$ cat config.mk
export PLATFORM = sky130hd
export DESIGN_NAME = rx_afc_preamble_timeout_ctrl
export DESIGN_NICKNAME = d
export VERILOG_FILES = /design/src/include/rx_ctrl_pkg.sv /design/src/rx_afc_preamble_timeout_ctrl.sv /design/src/rx_preamble_finder.sv
export SDC_FILE = /design/constraint.sdc
export NUM_CORES = 1
export LEC_CHECK = 0
export BUFFER_PORTS_ARGS = -buffer_cell sky130_fd_sc_hd__buf_2
export CORE_MARGIN = 1.5
export CORE_UTILIZATION = 47
export DETAILED_ROUTE_END_ITERATION = 7
export HOLD_SLACK_MARGIN = 0.1
export PLACE_DENSITY_LB_ADDON = 0.12
export SLEW_MARGIN = 30
export SYNTH_ARGS = -nofsm -noshare
export SYNTH_HDL_FRONTEND = slang
export SYNTH_HIERARCHICAL = 1
export SYNTH_SLANG_ARGS = --single-unit
$ cat constraint.sdc
create_clock -name ref_clk_i -period 6.1 [get_ports ref_clk_i]
set_clock_uncertainty 0.2 [all_clocks]
set_input_delay 0 -clock ref_clk_i [delete_from_list [all_inputs] [get_ports ref_clk_i]]
set_output_delay 0 -clock ref_clk_i [all_outputs]
set_load 0.02 [all_outputs]
$ cat src/include/rx_ctrl_pkg.sv
// Purpose: Shared constants and types for the receive control bank
// Assumes: Wishbone register index is byte address / 4
// Notes:   Register data is 8 bits in the low lane of a 32-bit word
package rx_ctrl_pkg;
    localparam int ADR_W = 8;
    localparam int IDX_W = 6;
    localparam logic [IDX_W-1:0] IDX_CORR_CTRL = 6'h1a;
    localparam logic [IDX_W-1:0] IDX_CORR_HI   = 6'h1b;
    localparam logic [IDX_W-1:0] IDX_CORR_LO   = 6'h1c;
    localparam logic [IDX_W-1:0] IDX_FEI_HI    = 6'h1d;
    localparam logic [IDX_W-1:0] IDX_FEI_LO    = 6'h1e;
    localparam logic [IDX_W-1:0] IDX_PRE_CFG   = 6'h1f;
    localparam logic [IDX_W-1:0] IDX_TO_RSSI   = 6'h20;
    localparam logic [IDX_W-1:0] IDX_TO_PRE    = 6'h21;
    localparam logic [IDX_W-1:0] IDX_TO_SYNC   = 6'h22;
    localparam logic [IDX_W-1:0] IDX_RST_DLY   = 6'h23;
    localparam logic [IDX_W-1:0] IDX_RST_SEL   = 6'h27;
    localparam logic [IDX_W-1:0] IDX_RX_CTRL   = 6'h30;
    localparam logic [IDX_W-1:0] IDX_IRQ_STAT  = 6'h31;
    localparam logic [IDX_W-1:0] IDX_IRQ_MASK  = 6'h32;
    // Field positions
    localparam int CTRL_AGC_BIT   = 4;
    localparam int CTRL_RSVD_BIT  = 3;
    localparam int CTRL_CLR_BIT   = 1;
    localparam int CTRL_AUTOZ_BIT = 0;
    localparam int PRE_EN_BIT     = 7;
    localparam int PRE_LEN_LSB    = 5;
    localparam int RST_SEL_LSB    = 6;
    localparam int RX_EN_BIT      = 0;
    localparam int AUTO_CORR_BIT  = 1;
    // Reset values
    localparam logic [7:0] PRE_CFG_RST = 8'haa;
    localparam logic [1:0] RST_SEL_RST = 2'h2;
    // Receiver restart selections and reserved finder length
    localparam logic [1:0] RESTART_OFF    = 2'h0;
    localparam logic [1:0] RESTART_NOLOCK = 2'h1;
    localparam logic [1:0] RESTART_LOCK   = 2'h2;
    localparam logic [1:0] PRE_LEN_RSVD   = 2'h3;
    // Timing units in bit periods and chips
    localparam int TIMEOUT_UNIT_BITS = 16;
    localparam int DELAY_UNIT_BITS   = 4;
    localparam int CHIPS_PER_BIT     = 4;
    localparam int BITS_PER_BYTE     = 8;
    localparam int BIT_CYCLES_DFLT   = 1000;
    // Interrupt status layout
    localparam int IRQ_W       = 5;
    localparam int IRQ_PREAMBLE = 3;
    localparam int IRQ_RESTART  = 4;

    typedef struct packed {
        logic       enable;
        logic [1:0] length;
        logic [4:0] allowance;
    } finder_cfg_t;
endpackage

$ cat src/rx_afc_preamble_timeout_ctrl.sv
// Purpose: Receive control bank: correction, offset readout, finder, timeouts, restart
// Assumes: Wishbone classic slave, one wait state, data in bits 7:0
// Notes:   Event inputs are one-cycle pulses from logic on ref_clk_i
// What this block does
// - Writing one to control bit 4 launches one gain control sequence.
// - Writing one to bit 1 in receive zeroes correction; bit reads zero.
// - With auto correction and bit 0 set, correction zeroes per correction phase.
// - Correction is 16-bit two's complement; each byte write replaces only its own byte.
// - Measured offset reported as two's complement count, low byte bits 7:0.
// - Finder runs when bit 7 set; gain phase overrides it.
// - Finder length: 00 one, 01 two, 10 three bytes, 11 reserved.
// - Finder tolerates up to bits 4:0 chip errors, four chips per bit.
// - No signal strength event within count*16 bits raises timeout; 0 disables.
// - No preamble event within count*16 bits raises timeout; 0 disables.
// - No sync match within count*16 bits raises timeout; 0 disables.
// - Restart waits an extra delay of count*4 bit periods.
// - Restart select: 00 off, 01 no relock wait, 10 after relock, 11 reserved.
//
// Chosen here: the Wishbone register port.
`timescale 1ns/1ps
module rx_afc_preamble_timeout_ctrl #(
    parameter int BIT_CYCLES = rx_ctrl_pkg::BIT_CYCLES_DFLT // Clocks per bit
) (
    input  wire logic        ref_clk_i,          // 250 MHz device clock
    input  wire logic        reset_i,            // Async reset, high
    input  wire logic        cyc_i,              // Wishbone cycle
    input  wire logic        stb_i,              // Wishbone strobe
    input  wire logic        we_i,               // Wishbone write
    input  wire logic [7:0]  adr_i,              // Byte address
    input  wire logic [3:0]  sel_i,              // Byte selects
    input  wire logic [31:0] dat_i,              // Write data
    output logic      [31:0] dat_o,              // Read data
    output logic             ack_o,              // Wishbone ack
    input  wire logic        rssi_event_i,       // Signal strength event
    input  wire logic        sync_match_event_i, // Sync word match
    input  wire logic        chip_i,             // Received chip
    input  wire logic        chip_valid_i,       // Chip strobe
    input  wire logic        agc_phase_i,        // Startup or gain phase
    input  wire logic        afc_phase_start_i,  // Auto correction phase start
    input  wire logic [15:0] meas_offset_i,      // Measured offset count
    input  wire logic        meas_valid_i,       // Measurement strobe
    input  wire logic        packet_valid_i,     // Valid packet received
    input  wire logic        pll_locked_i,       // Synthesizer locked
    output logic             gain_control_start_o, // Gain sequence pulse
    output logic      [15:0] freq_correction_o,  // Applied correction
    output logic             rx_active_o,        // Receive mode on
    output logic             preamble_event_o,   // Preamble found pulse
    output logic             timeout_o,          // Timeout pulse
    output logic             restart_o,          // Receiver restart pulse
    output logic             irq_o               // Level interrupt
);
    localparam int IW = rx_ctrl_pkg::IRQ_W;

    if (BIT_CYCLES < 2 || BIT_CYCLES > 65536) begin : g_chk
        $error("BIT_CYCLES out of range");
    end

    typedef enum logic [1:0] {R_IDLE, R_WAIT, R_LOCK} rst_state_t;

    // Register file state
    logic [15:0] corr_q, corr_d, fei_q, fei_d;
    logic [7:0]  shadow_q, shadow_d, pre_q, pre_d, dly_q, dly_d;
    logic [2:0][7:0] lim_q, lim_d;
    logic [1:0]  sel_q, sel_d, rxc_q, rxc_d;
    logic        rsvd_q, rsvd_d, autoz_q, autoz_d, agc_d;
    logic [IW-1:0] stat_q, stat_d, mask_q, mask_d, ev_set;
    logic [31:0] dat_d;
    logic        ack_d, acc, wr, rd, irq_d;
    logic [7:0]  rdata;
    logic [5:0]  idx;

    // Timing and event state
    logic [15:0] div_q, div_d;
    logic [3:0]  u16_q, u16_d;
    logic        bit_tick, tick16, rx_prev_q, rx_enter;
    logic [2:0]  run_q, run_d, fire, awaited;
    logic [2:0][7:0] tcnt_q, tcnt_d;
    logic        to_d;
    rst_state_t  rs_q, rs_d;
    logic [9:0]  dcnt_q, dcnt_d, dtarget;
    logic        restart_d;
    rx_ctrl_pkg::finder_cfg_t fcfg;

    assign fcfg = pre_q;
    assign idx  = adr_i[7:2];
    assign acc  = cyc_i && stb_i && !ack_o;
    assign wr   = acc && we_i && sel_i[0];
    assign rd   = acc && !we_i;

    rx_preamble_finder u_finder (
        .ref_clk_i    (ref_clk_i),
        .reset_i      (reset_i),
        .cfg_i        (fcfg),
        .agc_phase_i  (agc_phase_i),
        .chip_i       (chip_i),
        .chip_valid_i (chip_valid_i),
        .event_o      (preamble_event_o)
    );

    // Bit period and 16-bit-period enables, aligned to receive entry
    always_comb begin
        rx_enter = (rxc_q[rx_ctrl_pkg::RX_EN_BIT] && !rx_prev_q) || restart_o;
        bit_tick = div_q == 16'(BIT_CYCLES - 1);
        tick16   = bit_tick && u16_q == 4'(rx_ctrl_pkg::TIMEOUT_UNIT_BITS - 1);
        div_d    = bit_tick ? 16'h0 : div_q + 16'h1;
        u16_d    = bit_tick ? u16_q + 4'h1 : u16_q;
        if (rx_enter) begin
            div_d = 16'h0;
            u16_d = 4'h0;
        end
    end

    always_ff @(posedge ref_clk_i or posedge reset_i) begin
        if (reset_i) begin
            div_q     <= 16'h0;
            u16_q     <= 4'h0;
            rx_prev_q <= 1'b0;
        end else begin
            div_q     <= div_d;
            u16_q     <= u16_d;
            rx_prev_q <= rxc_q[rx_ctrl_pkg::RX_EN_BIT];
        end
    end

    // Three receive timeouts share one loop
    assign awaited = {sync_match_event_i, preamble_event_o, rssi_event_i};

    for (genvar i = 0; i < 3; i++) begin : g_to
        always_comb begin
            run_d[i]  = run_q[i];
            tcnt_d[i] = tcnt_q[i];
            fire[i]   = 1'b0;
            if (rx_enter) begin
                run_d[i]  = lim_q[i] != 8'h0;
                tcnt_d[i] = 8'h0;
            end else if (!rxc_q[rx_ctrl_pkg::RX_EN_BIT] || awaited[i]) begin
                run_d[i] = 1'b0;
            end else if (run_q[i] && tick16) begin
                tcnt_d[i] = tcnt_q[i] + 8'h1;
                if (tcnt_q[i] + 8'h1 == lim_q[i]) begin
                    fire[i]  = 1'b1;
                    run_d[i] = 1'b0;
                end
            end
        end

        always_ff @(posedge ref_clk_i or posedge reset_i) begin
            if (reset_i) begin
                run_q[i]  <= 1'b0;
                tcnt_q[i] <= 8'h0;
            end else begin
                run_q[i]  <= run_d[i];
                tcnt_q[i] <= tcnt_d[i];
            end
        end
    end

    // Automatic receiver restart after a valid packet
    always_comb begin
        rs_d      = rs_q;
        dcnt_d    = dcnt_q;
        restart_d = 1'b0;
        dtarget   = 10'(dly_q) * 10'(rx_ctrl_pkg::DELAY_UNIT_BITS);
        case (rs_q)
            R_IDLE: begin
                if (packet_valid_i && rxc_q[rx_ctrl_pkg::RX_EN_BIT]
                    && (sel_q == rx_ctrl_pkg::RESTART_NOLOCK
                        || sel_q == rx_ctrl_pkg::RESTART_LOCK)) begin
                    rs_d   = R_WAIT;
                    dcnt_d = 10'h0;
                end
            end
            R_WAIT: begin
                if (dcnt_q == dtarget) begin
                    if (sel_q == rx_ctrl_pkg::RESTART_LOCK) begin
                        rs_d = R_LOCK;
                    end else begin
                        restart_d = 1'b1;
                        rs_d      = R_IDLE;
                    end
                end else if (bit_tick) begin
                    dcnt_d = dcnt_q + 10'h1;
                end
            end
            R_LOCK: begin
                if (pll_locked_i) begin
                    restart_d = 1'b1;
                    rs_d      = R_IDLE;
                end
            end
            default: rs_d = R_IDLE;
        endcase
        if (!rxc_q[rx_ctrl_pkg::RX_EN_BIT]) begin
            rs_d      = R_IDLE;
            restart_d = 1'b0;
        end
    end

    always_ff @(posedge ref_clk_i or posedge reset_i) begin
        if (reset_i) begin
            rs_q      <= R_IDLE;
            dcnt_q    <= 10'h0;
            restart_o <= 1'b0;
        end else begin
            rs_q      <= rs_d;
            dcnt_q    <= dcnt_d;
            restart_o <= restart_d;
        end
    end

    // Register file and bus slave
    always_comb begin
        corr_d   = corr_q;
        fei_d    = meas_valid_i ? meas_offset_i : fei_q;
        shadow_d = shadow_q;
        pre_d    = pre_q;
        lim_d    = lim_q;
        dly_d    = dly_q;
        sel_d    = sel_q;
        rxc_d    = rxc_q;
        rsvd_d   = rsvd_q;
        autoz_d  = autoz_q;
        mask_d   = mask_q;
        agc_d    = 1'b0;
        ack_d    = acc;
        rdata    = 8'h0;
        // Auto zero first so a same-cycle software write still lands
        if (afc_phase_start_i && rxc_q[rx_ctrl_pkg::AUTO_CORR_BIT] && autoz_q) begin
            corr_d = 16'h0;
        end
        case (idx)
            rx_ctrl_pkg::IDX_CORR_CTRL: rdata = {4'h0, rsvd_q, 2'h0, autoz_q};
            rx_ctrl_pkg::IDX_CORR_HI:   rdata = corr_q[15:8];
            rx_ctrl_pkg::IDX_CORR_LO:   rdata = corr_q[7:0];
            rx_ctrl_pkg::IDX_FEI_HI:    rdata = fei_q[15:8];
            rx_ctrl_pkg::IDX_FEI_LO:    rdata = shadow_q;
            rx_ctrl_pkg::IDX_PRE_CFG:   rdata = pre_q;
            rx_ctrl_pkg::IDX_TO_RSSI:   rdata = lim_q[0];
            rx_ctrl_pkg::IDX_TO_PRE:    rdata = lim_q[1];
            rx_ctrl_pkg::IDX_TO_SYNC:   rdata = lim_q[2];
            rx_ctrl_pkg::IDX_RST_DLY:   rdata = dly_q;
            rx_ctrl_pkg::IDX_RST_SEL:   rdata = {sel_q, 6'h0};
            rx_ctrl_pkg::IDX_RX_CTRL:   rdata = {6'h0, rxc_q};
            rx_ctrl_pkg::IDX_IRQ_STAT:  rdata = 8'(stat_q);
            rx_ctrl_pkg::IDX_IRQ_MASK:  rdata = 8'(mask_q);
            default:                    rdata = 8'h0;
        endcase
        // Latch low byte on high read so the pair stays coherent
        if (rd && idx == rx_ctrl_pkg::IDX_FEI_HI) begin
            shadow_d = fei_q[7:0];
        end
        if (wr) begin
            case (idx)
                rx_ctrl_pkg::IDX_CORR_CTRL: begin
                    agc_d   = dat_i[rx_ctrl_pkg::CTRL_AGC_BIT];
                    rsvd_d  = dat_i[rx_ctrl_pkg::CTRL_RSVD_BIT];
                    autoz_d = dat_i[rx_ctrl_pkg::CTRL_AUTOZ_BIT];
                    if (dat_i[rx_ctrl_pkg::CTRL_CLR_BIT] && rxc_q[rx_ctrl_pkg::RX_EN_BIT]) begin
                        corr_d = 16'h0;
                    end
                end
                rx_ctrl_pkg::IDX_CORR_HI:  corr_d[15:8] = dat_i[7:0];
                rx_ctrl_pkg::IDX_CORR_LO:  corr_d[7:0]  = dat_i[7:0];
                rx_ctrl_pkg::IDX_PRE_CFG:  pre_d    = dat_i[7:0];
                rx_ctrl_pkg::IDX_TO_RSSI:  lim_d[0] = dat_i[7:0];
                rx_ctrl_pkg::IDX_TO_PRE:   lim_d[1] = dat_i[7:0];
                rx_ctrl_pkg::IDX_TO_SYNC:  lim_d[2] = dat_i[7:0];
                rx_ctrl_pkg::IDX_RST_DLY:  dly_d    = dat_i[7:0];
                rx_ctrl_pkg::IDX_RST_SEL:  sel_d    = dat_i[7:6];
                rx_ctrl_pkg::IDX_RX_CTRL:  rxc_d    = dat_i[1:0];
                rx_ctrl_pkg::IDX_IRQ_MASK: mask_d   = dat_i[IW-1:0];
                default: ;
            endcase
        end
        dat_d  = rd ? {24'h0, rdata} : 32'h0;
        ev_set = {restart_d, preamble_event_o, fire};
        // Read clears, but an event in the same cycle still sets
        stat_d = ((rd && idx == rx_ctrl_pkg::IDX_IRQ_STAT) ? '0 : stat_q) | ev_set;
        irq_d  = |(stat_d & mask_d);
        to_d   = |fire;
    end

    always_ff @(posedge ref_clk_i or posedge reset_i) begin
        if (reset_i) begin
            corr_q   <= 16'h0;
            fei_q    <= 16'h0;
            shadow_q <= 8'h0;
            pre_q    <= rx_ctrl_pkg::PRE_CFG_RST;
            lim_q    <= '0;
            dly_q    <= 8'h0;
            sel_q    <= rx_ctrl_pkg::RST_SEL_RST;
            rxc_q    <= 2'h0;
            rsvd_q   <= 1'b0;
            autoz_q  <= 1'b0;
            stat_q   <= '0;
            mask_q   <= '0;
            dat_o    <= 32'h0;
            ack_o    <= 1'b0;
            irq_o    <= 1'b0;
            timeout_o            <= 1'b0;
            gain_control_start_o <= 1'b0;
            freq_correction_o    <= 16'h0;
            rx_active_o          <= 1'b0;
        end else begin
            corr_q   <= corr_d;
            fei_q    <= fei_d;
            shadow_q <= shadow_d;
            pre_q    <= pre_d;
            lim_q    <= lim_d;
            dly_q    <= dly_d;
            sel_q    <= sel_d;
            rxc_q    <= rxc_d;
            rsvd_q   <= rsvd_d;
            autoz_q  <= autoz_d;
            stat_q   <= stat_d;
            mask_q   <= mask_d;
            dat_o    <= dat_d;
            ack_o    <= ack_d;
            irq_o    <= irq_d;
            timeout_o            <= to_d;
            gain_control_start_o <= agc_d;
            freq_correction_o    <= corr_d;
            rx_active_o          <= rxc_d[rx_ctrl_pkg::RX_EN_BIT];
        end
    end
endmodule

$ cat src/rx_preamble_finder.sv
// Purpose: Preamble finder over a window of received chips
// Assumes: One chip per chip_valid_i pulse, same clock domain
// Notes:   First chip of a window sets the expected polarity
`timescale 1ns/1ps
module rx_preamble_finder (
    input  wire logic                      ref_clk_i,    // Device clock
    input  wire logic                      reset_i,      // Async reset, high
    input  wire rx_ctrl_pkg::finder_cfg_t  cfg_i,        // Finder settings
    input  wire logic                      agc_phase_i,  // Startup or gain phase
    input  wire logic                      chip_i,       // Chip value
    input  wire logic                      chip_valid_i, // Chip strobe
    output logic                           event_o       // Preamble found pulse
);
    logic [6:0] cnt_q, cnt_d, err_q, err_d, err_n, last, bit_idx;
    logic       first_q, first_d, ev_d, run, expect_v;

    always_comb begin
        run      = cfg_i.enable && !agc_phase_i
                   && cfg_i.length != rx_ctrl_pkg::PRE_LEN_RSVD;
        last     = 7'(({5'h0, cfg_i.length} + 7'h1)
                   * 7'(rx_ctrl_pkg::CHIPS_PER_BIT * rx_ctrl_pkg::BITS_PER_BYTE)) - 7'h1;
        bit_idx  = cnt_q / 7'(rx_ctrl_pkg::CHIPS_PER_BIT);
        expect_v = (cnt_q == 7'h0) ? chip_i : (first_q ^ bit_idx[0]);
        err_n    = err_q + {6'h0, chip_i != expect_v};
        cnt_d    = cnt_q;
        err_d    = err_q;
        first_d  = first_q;
        ev_d     = 1'b0;
        if (!run) begin
            cnt_d = 7'h0;
            err_d = 7'h0;
        end else if (chip_valid_i) begin
            if (cnt_q == 7'h0) begin
                first_d = chip_i;
            end
            if (cnt_q == last) begin
                ev_d  = err_n <= {2'h0, cfg_i.allowance};
                cnt_d = 7'h0;
                err_d = 7'h0;
            end else begin
                cnt_d = cnt_q + 7'h1;
                err_d = err_n;
            end
        end
    end

    always_ff @(posedge ref_clk_i or posedge reset_i) begin
        if (reset_i) begin
            cnt_q   <= 7'h0;
            err_q   <= 7'h0;
            first_q <= 1'b0;
            event_o <= 1'b0;
        end else begin
            cnt_q   <= cnt_d;
            err_q   <= err_d;
            first_q <= first_d;
            event_o <= ev_d;
        end
    end
endmodule

Word-level counts from Yosys, hierarchy flattened:

Cells that the tools add are included.

* shifts and indexed selects: 0
* muxes and demuxes: 74
* divide/modulo/power cells: 0
* reduce and logical (&&, ||, !) cells: 64
* bitwise gates (word level): 3
* add/subtract/negate cells: 10
* order comparisons: 1
* equal/unequal tests: 37
* multiply operators: 0

Operators by type and width (count)
* case mux 8 bit (14 select lines): 1
* two-way mux 16 bit: 5
* two-way mux 8 bit: 10
* equality test 6 bit, second input constant: 8
* two-way mux 7 bit: 6
* equality test 6 x 5 -> 1 bit, second input constant: 6
* two-way mux 1 bit: 34
* case mux 8 bit (2 select lines): 2
* two-way mux 10 bit: 3
* AND reduction 2 bit: 14
* adder 8 x 1 -> 8 bit, second input constant: 3
* equality test 8 bit: 3
* nonzero test 8 bit: 3
* case mux 10 bit (2 select lines): 1
* logical AND 1 bit: 19
* nonzero test 3 bit: 6
* adder 16 x 1 -> 16 bit, second input constant: 1
* equality test 16 x 10 -> 1 bit, second input constant: 1
* inequality test 2 bit, second input constant: 8
* two-way mux 5 bit: 3
* adder 10 x 1 -> 10 bit, second input constant: 1
* equality test 10 bit: 1
* two-way mux 2 bit: 5
* nonzero test 2 bit: 5
* 26 further kinds: 40

* bits in latches: 0
* input bits: 74
* bits in writable memories: 0
* memories kept: 0
* logic and storage cells: 225
* register bits after elaboration: 185
* output and inout bits: 55
* memory bits (read-only): 0

Depth between registers and ports, before layout:

Gate-level depths: netlist of the first run.

* word-level depth: 9
* depth in mapped cells: 14

By module:

Netlist of the first run, hierarchy kept.

Modules (own cells, without submodules)
* rx_afc_preamble_timeout_ctrl: instances 1, seq. area each 4235.3 µm², cells an instance 783, area each 8541.9 µm²
* rx_preamble_finder: instances 1, seq. area each 400.4 µm², cells an instance 121, area each 1066.0 µm²

Least setup slack after synthesis of the first run:

Ideal clock, no wire load.

* path kind: flip-flop to flip-flop
* start: reg u_finder.cnt_q[0]
* end: reg u_finder.event_o
* arrival time: 2641 ps
* data required time: 5799 ps
* slack: 3158 ps
* period minus slack after synthesis: 2942 ps
* stages on the path, launching flop included: 14
* cells stage by stage: dfrtp_1 > inv_1 > ha_1 > or4b_1 > nor3_2 > nor2_1 > ha_1 > ha_1 > ha_1 > nor2b_1 > o21ai_0 > a21oi_1 > o22a_1 > nor4_1

* cells in the longest elaborated chain, start to end: 8
* elaborated cells on any way between the ends: 9

Ends and longest elaborated chain
* start: declaration: RTL line rx_preamble_finder.sv:14 `logic [6:0] cnt_q, cnt_d, err_q, err_d, err_n, last, bit_idx;`
* start signal: assignment: RTL line rx_preamble_finder.sv:54 `cnt_q <= cnt_d;`
* zero test 7 bit: RTL line rx_preamble_finder.sv:23 `expect_v = (cnt_q == 7'h0) ? chip_i : (first_q ^ bit_idx[0]);`
* two-way mux 1 bit: RTL line rx_preamble_finder.sv:23
* inequality test 1 bit: RTL line rx_preamble_finder.sv:24 `err_n = err_q + {6'h0, chip_i != expect_v};`
* adder 7 x 1 -> 7 bit: RTL line rx_preamble_finder.sv:24
* less-or-equal comparator 7 x 5 -> 1 bit: RTL line rx_preamble_finder.sv:37 `ev_d = err_n <= {2'h0, cfg_i.allowance};`
* two-way mux 1 bit (*): RTL line rx_preamble_finder.sv:36 `if (cnt_q == last) begin`
* two-way mux 1 bit (*): RTL line rx_preamble_finder.sv:32 `end else if (chip_valid_i) begin`
* two-way mux 1 bit (*): RTL line rx_preamble_finder.sv:29 `if (!run) begin`
* net u_finder.ev_d: RTL line rx_preamble_finder.sv:15 `logic first_q, first_d, ev_d, run, expect_v;`
* end signal: assignment: RTL line rx_preamble_finder.sv:57 `event_o <= ev_d;`
* end: declaration: RTL line rx_preamble_finder.sv:12 `output logic event_o`

The timed path passes the listed nets; every way through them passes the cells marked *.
A chain may end at the register's enable or synchronous reset.

Worst setup path in the final report of the first run:

* start: reg u_finder.cnt_q[0]
* end: reg u_finder.err_q[2]

* cells in the longest elaborated chain, start to end: 7
* elaborated cells on any way between the ends: 8

Ends and longest elaborated chain
* zero test 7 bit: RTL line rx_preamble_finder.sv:23
* two-way mux 1 bit: RTL line rx_preamble_finder.sv:23
* inequality test 1 bit: RTL line rx_preamble_finder.sv:24
* adder 7 x 1 -> 7 bit: RTL line rx_preamble_finder.sv:24
* two-way mux 7 bit (*): RTL line rx_preamble_finder.sv:36
* two-way mux 7 bit (*): RTL line rx_preamble_finder.sv:32
* two-way mux 7 bit (*): RTL line rx_preamble_finder.sv:29
* end signal: assignment: RTL line rx_preamble_finder.sv:55 `err_q <= err_d;`
* end: declaration: RTL line rx_preamble_finder.sv:14

Every way passes the cells marked *; elsewhere a longest branch is shown, timed or not. The select of a mux whose other input is x is not followed.

==> results of run 1 <==
==> power breakdown <==
| group | internal, mW | switching, mW |
|---|---|---|
| logic | 0.107 | 0.124 |
| clock network | 0.564 | 0.578 |
| registers | 1.27 | 0.0494 |
==> state kept, by name, summed over array words and instances (netlist names), 3 cells and up <==
name,count
u16_q,4
mask_q,5
u_finder/cnt_q,7
corr_q,16
run_q,3
dcnt_q,10
tcnt_q,24
stat_q,5
dat_o,8
shadow_q,8
lim_q,24
div_q,16
u_finder/err_q,7
fei_q,16
dly_q,8
fcfg,8
==> repair_timing <==
item,in CTS,in global routing
buffers inserted,0,0
endpoints found under the hold margin,261,0
resized for setup,0,0
setup endpoints to repair,0,0
hold buffers,65,0
==> path summary, 6_finish.rpt <==
check / endpoint / slack, ns / cells past startpoint / start
max: u_finder/err_q[2]$_DFFE_PP0P_ / 2.60 / 13 / u_finder/cnt_q[0]$_DFFE_PP0P_
min: dat_o[2]$_DFF_PP0_ / 0.14 / 6 / adr_i[5]
max reg2reg: u_finder/err_q[2]$_DFFE_PP0P_ / 2.60 / 13 / u_finder/cnt_q[0]$_DFFE_PP0P_
min reg2reg: div_q[0]$_DFF_PP0_ / 0.26 / 1 / div_q[0]$_DFF_PP0_
max in group asynchronous: lim_q[9]$_DFFE_PP0P_ / 3.69 / 5 / reset_i
min in group asynchronous: u_finder/cnt_q[2]$_DFFE_PP0P_ / 0.67 / 4 / reset_i
==> through the flow <==
step                      instance area (um2)  utilization  worst slack, ns  total power [mW]  hold slack, ns
after floorplan                          9690            -             1.33              1.48          -0.286
after global placement                  10200        0.503             2.83              1.54         -0.0471
after detailed placement                10200        0.504             2.75              1.54         -0.0289
after CTS                               11400        0.567             2.63              2.72           0.108
after global routing                    11500        0.568             2.38              2.80           0.159
final                                   11500        0.568             2.60              2.70           0.139
==> synth_stat cells, drive strengths merged (3+ instances only) <==
cell,n,area (um2)
or3,12,75.1
nand2b,10,62.6
nand3b,3,22.5
a21o,3,22.5
a22oi,18,135
nand4,9,62.6
a31oi,12,75.1
nor3b,3,22.5
and4,5,43.8
xor2,39,342
or2,7,43.8
nor2b,7,43.8
buf,28,204
ha,22,275
mux2i,12,124
a21oi,33,165
dfrtp,180,4500
nor4,17,143
a22o,25,219
o21ai,28,140
a221oi,6,52.6
nand3,38,190
a222oi,9,90.1
and3,15,93.8
nor3,23,120
nor2,75,282
mux2,78,882
xnor2,40,350
and2,4,25.0
inv,29,109
clkbuf,21,78.8
nand2,60,233
dfstp,5,131
==> cell families after synthesis <==
logic type | count (synthesis) | synth area share
buf+inv | 78 | 0.0408
mux | 90 | 0.105
xor+xnor | 79 | 0.0720
fa+ha+maj | 22 | 0.0286
compound gates | 153 | 0.111
simple gates | 296 | 0.160
flops | 185 | 0.482
other cells | 1 | 0.000390
==> per-layer routing <==
layer / GRT usage / vias to the layer above / share of wire
met2: 0.358 / 196 / 0.46
met3: 0.0480 / 25 / 0.054
met1: 0.342 / 3643 / 0.47
li1: - / 3489 / -
met4: 0.0591 / 0 / 0.014
met5: 0 / - / 0
==> cell type report <==
class / count / share of cell area
multi-input combinational: 664 / 0.411
tap: 270 / 0.0295
clock buffer: 17 / 0.0371
clock inverter: 15 / 0.0167
timing repair buffer: 143 / 0.0915
inverter: 29 / 0.0102
sequential: 185 / 0.404
==> worst min-delay path, stage by stage <==
cell and delay (ns):
buf_2 0.11, nor2_1 0.05, nand3_1 0.07, o211ai_1 0.10
nand2_1 0.32, a21oi_1 0.08
==> metrics.yaml, run 1 <==
status:
  status: "finished clean"
route:
  vias: 7353
  wl_per_cell_um: 18.5
  vias_per_cell: 5.56
  ant_nets: 0
  drt_pass1_iterations: 5
  drt-initial-drc-count: 444
  drc: 0
  wl_um: 24400
global_routing:
  grt_max_degree: 110
  antenna_found_initial: 0
  track_usage: 0.234
  grt_pass1_vias: 7055
  grt.overflow.total: 0
  grt_first_pass_wirelength_um: 39000
floorplanning:
  die-area_um2: 21300
  die_w_um: 146
  initial_utilization: 0.476
  die_h_um: 146
  placementRows: 52
  core-area_um2: 20200
  ios: 129
worst_setup_path:
  crit_top_cell: "ha_1"
  cp_max_fo: 5
  crit_buf_inv: 4
  cp-start-kind: "register"
  critPathSlowestCell: "dlygate4sd3_1"
  end_kind: "register"
  cp.arrival_ns: 3.64
  path_cells: "inv_1, ha_1, or4b_1, nor3_2, nor2_1, ha_1, ha_1, inv_1, nor2_1, nand4_1, dlygate4sd3_1, o21ai_0, dlygate4sd3_1"
  cp_data_required_time_ns: 6.23
  path_class: "register to register"
  critPathTopFamily: "buffers and inverters"
  max_stage_delay_ns: 0.56
synth:
  synth_top_flop_cell: "dfrtp_1"
  synth_seq_cells: 185
  yosysUniqueCellTypes: 68
  postSynth.asyncResetShare: 1.00
  synth-edff-count: 0
  ys_seq_area_frac: 0.482
  synth_area_um2: 9610
  syn_inst: 904
  synth.avg_cell_area_um2: 10.6
  yosysWarnings: 6
sta:
  worst_slew_pin_slew_ns: 0.876
  fmax_mhz: 285
  setup-tns-final_ns: 0
  final-hold-violation-count: 0
  relSlewSlack: 0.414
  fin_crit_sh: 0.574
  slew_viol_final: 0
  setup_viol: 0
  layout_min_cycle_time_ns: 3.50
  rsz0062_at_grt: "no"
layout:
  multiInputGateArea_um2: 4710
  layout_common_cells: "dfrtp_1 (180), mux2_2 (77), nor2_1 (75), buf_2 (75), dlygate4sd3_1 (65)"
  nNetsFinal: 1136
  regArea_um2: 4640
  fillers: 1795
  area_delta_synth_final_pct: 19.3
  fin_cells: 1323
  drive_gt1_frac: 0.207
  num_antenna_cells: 0
  layout_commonest_cell: "dfrtp_1"
pwr:
  leakage_nw: 5.31
  vdd_drop_max_mv: 0.218
  p_per_area_nw_per_um2: 235
placement:
  hpwl_um: 16800
  portBuffers: 75
  gp_congestion: 0.913
  dp.cells: 1226
job:
  cap_viol_max_count: 0
clock_network:
  cts_buffers: 17
  clk_pin_slew_ns: 0.09
  max-clock-path-buffers: 2
  clock_sinks: 185
  h-tree-depth: 4
  root_buffer: "clkbuf_16"
  cts_tree: "built"
  clock_latency_ns: 0.44
worst_hold_path:
  worstHoldPathType: "primary input to register"
Power figures use the tool's default switching activity.
==> run 2: changes to the inputs <==
==> constraint.sdc (replaced) <==
create_clock -name ref_clk_i -period 3.4 [get_ports ref_clk_i]
set_clock_uncertainty 0.2 [all_clocks]
set_input_delay 0 -clock ref_clk_i [delete_from_list [all_inputs] [get_ports ref_clk_i]]
set_output_delay 0 -clock ref_clk_i [all_outputs]
set_load 0.02 [all_outputs]
==> metrics.yaml, run 2 (synthesis results as in run 1) <==
worst_setup_path:
  cp_max_fo: 13
  path_cells: "and3b_1, nand3_1, dlygate4sd3_1, buf_4, nor4_1, a31oi_1, a22o_1, dlygate4sd3_1"
  path_class: "register to register"
  end_kind: "register"
  cp-start-kind: "register"
  critPathSlowestCell: "a31oi_1"
  r2r_start: "ack_o$_DFF_PP0_"
  cp-startpoint: "ack_o$_DFF_PP0_"
  cp_data_required_time_ns: 3.58
  max_stage_delay_ns: 0.69
  crit_top_cell: "dlygate4sd3_1"
  cp.arrival_ns: 3.46
sta:
  fin_crit_sh: 0.963
  fmax_mhz: 306
  final-hold-violation-count: 0
  relSlewSlack: 0.377
  layout_min_cycle_time_ns: 3.27
  setup_viol: 0
  layout_setup_ws_ns: 0.127
  rsz0062_at_grt: "no"
  slew_viol_final: 0
  worst_slew_pin_slew_ns: 0.931
  setup-tns-final_ns: 0
  whs_ns: 0.122
job:
  cap_viol_max_count: 0
floorplanning:
  core-area_um2: 20200
  die_w_um: 146
  placementRows: 52
  die_h_um: 146
  ios: 129
  die-area_um2: 21300
  initial_utilization: 0.476
worst_hold_path:
  min-delay-start: "adr_i[2]"
  worstHoldPathType: "primary input to register"
layout:
  drive_gt1_frac: 0.215
  area_delta_synth_final_pct: 20.7
  nNetsFinal: 1153
  layout_commonest_cell: "dfrtp_1"
  reg_top3: "lim_q (24), tcnt_q (24)"
  num_antenna_cells: 0
  utilization: 0.575
  fin_cells: 1340
  layout_common_cells: "dfrtp_1 (180), mux2_2 (77), nor2_1 (75), buf_2 (75), dlygate4sd3_1 (65)"
  fillers: 1759
route:
  wl_um: 24500
  ant_nets: 0
  drt_pass1_iterations: 8
  vias: 7385
  drc: 0
  wl_per_cell_um: 18.3
  vias_per_cell: 5.51
  drt-initial-drc-count: 531
placement:
  gp_congestion: 0.882
  dp.cells: 1242
  place_ws_ns: 0.247
  hpwl_um: 17400
  portBuffers: 75
global_routing:
  grt_first_pass_wirelength_um: 40000
  grt.overflow.total: 0
  track_usage: 0.239
  antenna_found_initial: 0
  grt_pass1_vias: 7269
  grt_max_degree: 76
clock_network:
  cts_buffers: 17
  clk_pin_slew_ns: 0.08
  h-tree-depth: 4
  root_buffer: "clkbuf_16"
  cts_tree: "built"
  max-clock-path-buffers: 2
  clock_latency_ns: 0.44
  clock_sinks: 185
pwr:
  p_per_area_nw_per_um2: 417
  vdd_drop_max_mv: 0.322
  leakage_nw: 5.40
status:
  status: "finished clean"
## run 2: power by group
group          leakage (nW)  total (mW)  internal (mW)  switching (mW)
Combinational          2.60       0.423          0.199           0.224
Clock                 0.300        2.04           1.01            1.02
Sequential             2.50        2.37           2.29          0.0875
## run 2: worst max-delay path: cells and delay by family (launching register included)
family	cells	cell delay (ns)
flops	1	0.36
buf+inv	3	1.31
simple gates	3	0.39
compound gates	2	0.93
## run 2: layout make-up
type                            instances  area (um2)  area share
Tap cell                              270         338      0.0291
Sequential cell                       185        4640       0.400
Multi-Input combinational cell        664        4670       0.403
Inverter                               29         113     0.00971
Timing Repair Buffer                  160        1210       0.105
Clock inverter                         15         194      0.0167
Clock buffer                           17         425      0.0367
## run 2: layer usage
layer	vias to the layer above	wire length, um	track usage
met1	3632	11400	0.342
met5	-	0	0
met3	29	1170	0.0348
li1	3527	-	-
met4	0	437	0.0712
met2	197	11500	0.380
## run 2: repair_timing
action	CTS	global route
gates resized for setup	0	1
hold buffers	64	1
endpoints found under the setup margin	0	1
setup buffers	0	0
endpoints found under the hold margin	180	6
## run 2: path summary, 6_finish.rpt
kind	endpoint	slack, ns	depth (start not counted)
min in group asynchronous	dly_q[3]$_DFFE_PP0P_	0.44	4
worst max register to register	corr_q[15]$_DFF_PP0_	0.13	8
max in group asynchronous	u_finder/err_q[4]$_DFFE_PP0P_	1.49	5
worst min register to register	div_q[0]$_DFF_PP0_	0.27	1
worst min-delay path	lim_q[7]$_DFFE_PP0P_	0.12	4
worst max-delay path	corr_q[15]$_DFF_PP0_	0.13	8
## run 2: stage by stage
| step | area [um2] | power, mW |
|---|---|---|
| 6_report | 11600 | 4.83 |
| 3_3_place_gp | 10300 | 2.76 |
| 5_1_grt | 11600 | 5.03 |
| 3_5_place_dp | 10300 | 2.77 |
| 4_1_cts | 11600 | 4.87 |
| 2_1_floorplan | 9700 | 2.66 |
==> run 3: changes to the inputs <==
--- a/config.mk
+++ b/config.mk
@@ -9,6 +9,7 @@
 export CORE_MARGIN = 1.5
 export CORE_UTILIZATION = 47
 export DETAILED_ROUTE_END_ITERATION = 7
+export GPL_ROUTABILITY_DRIVEN = 0
 export HOLD_SLACK_MARGIN = 0.1
 export PLACE_DENSITY_LB_ADDON = 0.12
 export SLEW_MARGIN = 30
==> constraint.sdc (replaced) <==
create_clock -name ref_clk_i -period 2.9 [get_ports ref_clk_i]
set_clock_uncertainty 0.2 [all_clocks]
set_input_delay 0 -clock ref_clk_i [delete_from_list [all_inputs] [get_ports ref_clk_i]]
set_output_delay 0 -clock ref_clk_i [all_outputs]
set_load 0.02 [all_outputs]
==> metrics.yaml, run 3 (synthesis results as in run 1) <==
status:
  status: "finished clean"
worst_setup_path:
  cp.arrival_ns: 3.03
  cp-start-kind: "register"
  reg2reg_to: "u_finder/event_o$_DFF_PP0_"
  cp_data_required_time_ns: 3.03
  max_stage_delay_ns: 0.47
  r2r_start: "u_finder/cnt_q[1]$_DFFE_PP0P_"
  end_kind: "register"
  path_cells: "inv_1, ha_1, or4b_4, nor3_4, nor2_2, ha_4, ha_4, nand3_4, xnor2_2, ha_1, o21ai_1, a21oi_1, o22a_1, nor4_2"
  cp_max_fo: 3
  critPathSlowestCell: "or4b_4"
  path_class: "register to register"
  r2r_cells: 14
  reg2reg_setup_slack_ns: 0.005
clock_network:
  clock_sinks: 185
  cts_tree: "built"
  root_buffer: "clkbuf_16"
  h-tree-depth: 4
  cts_buffers: 17
  clk_pin_slew_ns: 0.08
  clock_latency_ns: 0.43
  max-clock-path-buffers: 2
sta:
  final-hold-violation-count: 0
  rsz0062_at_grt: "yes"
  layout_min_cycle_time_ns: 2.89
  setup_viol: 0
  fin_crit_sh: 0.998
  worst_slew_pin_slew_ns: 0.800
  slew_viol_final: 0
  relSlewSlack: 0.464
  layout_setup_ws_ns: 0.00520
  fmax_mhz: 345
layout:
  layout_common_cells: "dfrtp_1 (180), mux2_2 (77), buf_2 (75), nor2_1 (73), dlygate4sd3_1 (61)"
  nNetsFinal: 1169
  reg_top3: "lim_q (24), tcnt_q (24)"
  fin_cells: 1356
  num_antenna_cells: 0
  utilization: 0.583
  drive_gt1_frac: 0.242
  area_delta_synth_final_pct: 22.4
  layout_commonest_cell: "dfrtp_1"
  fillers: 1761
pwr:
  vdd_drop_max_mv: 0.379
  finalPower_mw: 5.58
  p_per_area_nw_per_um2: 475
  leakage_nw: 5.48
worst_hold_path:
  min-delay-start: "adr_i[6]"
  worstHoldPathType: "primary input to register"
  min_to: "dat_o[0]$_DFF_PP0_"
  whs_path_depth: 5
global_routing:
  antenna_found_initial: 0
  grt_max_degree: 95
  grt_first_pass_wirelength_um: 41100
  track_usage: 0.248
  grt.overflow.total: 0
  grt_pass1_vias: 7347
floorplanning:
  ios: 129
  die_h_um: 146
  die-area_um2: 21300
  initial_utilization: 0.476
  core-area_um2: 20200
  die_w_um: 146
  placementRows: 52
placement:
  place_ws_ns: -0.144
  portBuffers: 75
  hpwl_um: 17600
  dp.cells: 1262
job:
  cap_viol_max_count: 0
route:
  wl_per_cell_um: 18.7
  drc: 0
  vias: 7553
  ant_nets: 0
  vias_per_cell: 5.57
  drt_pass1_iterations: 6
  drt-initial-drc-count: 628
  wl_um: 25400
-- run 3: repair_timing --
item / 4_1_cts / 5_1_grt
endpoints found under the setup margin: 1 / 12
resized for setup: 10 / 13
buffers inserted: 0 / 1
pin swaps: 6 / 5
hold endpoints to repair: 310 / 0
hold buffers: 61 / 0
-- run 3: area by class of cell --
cell class / count / area, um2 / area share
clock buffer: 17 / 425 / 0.0362
sequential: 185 / 4640 / 0.394
tap: 270 / 338 / 0.0287
clock inverter: 15 / 151 / 0.0129
multi-input combinational: 664 / 4780 / 0.407
timing repair buffer: 176 / 1320 / 0.112
inverter: 29 / 113 / 0.00957
-- run 3: how the worst max path moves through the flow --
stage | slack [ns] | depth (start not counted) | start | endpoint
after global placement | -0.06 | 14 | u_finder/cnt_q[0]$_DFFE_PP0P_ | u_finder/event_o$_DFF_PP0_
after global routing | -0.12 | 14 | u_finder/cnt_q[1]$_DFFE_PP0P_ | u_finder/event_o$_DFF_PP0_
final | 0.005 | 14 | u_finder/cnt_q[1]$_DFFE_PP0P_ | u_finder/event_o$_DFF_PP0_
after detailed placement | -0.14 | 14 | u_finder/cnt_q[1]$_DFFE_PP0P_ | u_finder/event_o$_DFF_PP0_
after CTS | -0.02 | 14 | u_finder/cnt_q[1]$_DFFE_PP0P_ | u_finder/event_o$_DFF_PP0_
after floorplan | 0.02 | 13 | u_finder/cnt_q[0]$_DFFE_PP0P_ | u_finder/event_o$_DFF_PP0_
-- run 3: critical path, delay by kind of cell, from the launching register on --
kind	cells	cell delay, ns
simple gates	5	0.98
fa+ha+maj	4	0.72
flops	1	0.38
compound gates	3	0.32
xor+xnor	1	0.13
buf+inv	1	0.06
-- run 3: through the flow --
step / hold WS, ns / TNS (ns) / area (um2)
after floorplan: -0.286 / 0 / 9700
after global placement: -0.185 / -0.0577 / 10400
after detailed placement: -0.183 / -0.144 / 10400
after CTS: 0.114 / -0.0204 / 11700
after global routing: 0.158 / -0.196 / 11800
final: 0.129 / 0 / 11800
-- run 3: routing by layer --
layer / global-route usage / part of all wire
met5: 0 / 0
met4: 0.0551 / 0.0094
met3: 0.0483 / 0.056
met2: 0.388 / 0.47
met1: 0.359 / 0.46
-- run 3: power by group --
group,switching [mW],internal [mW]
Sequential,0.101,2.68
Clock,1.15,1.15
Combinational,0.268,0.235
Total,1.51,4.07
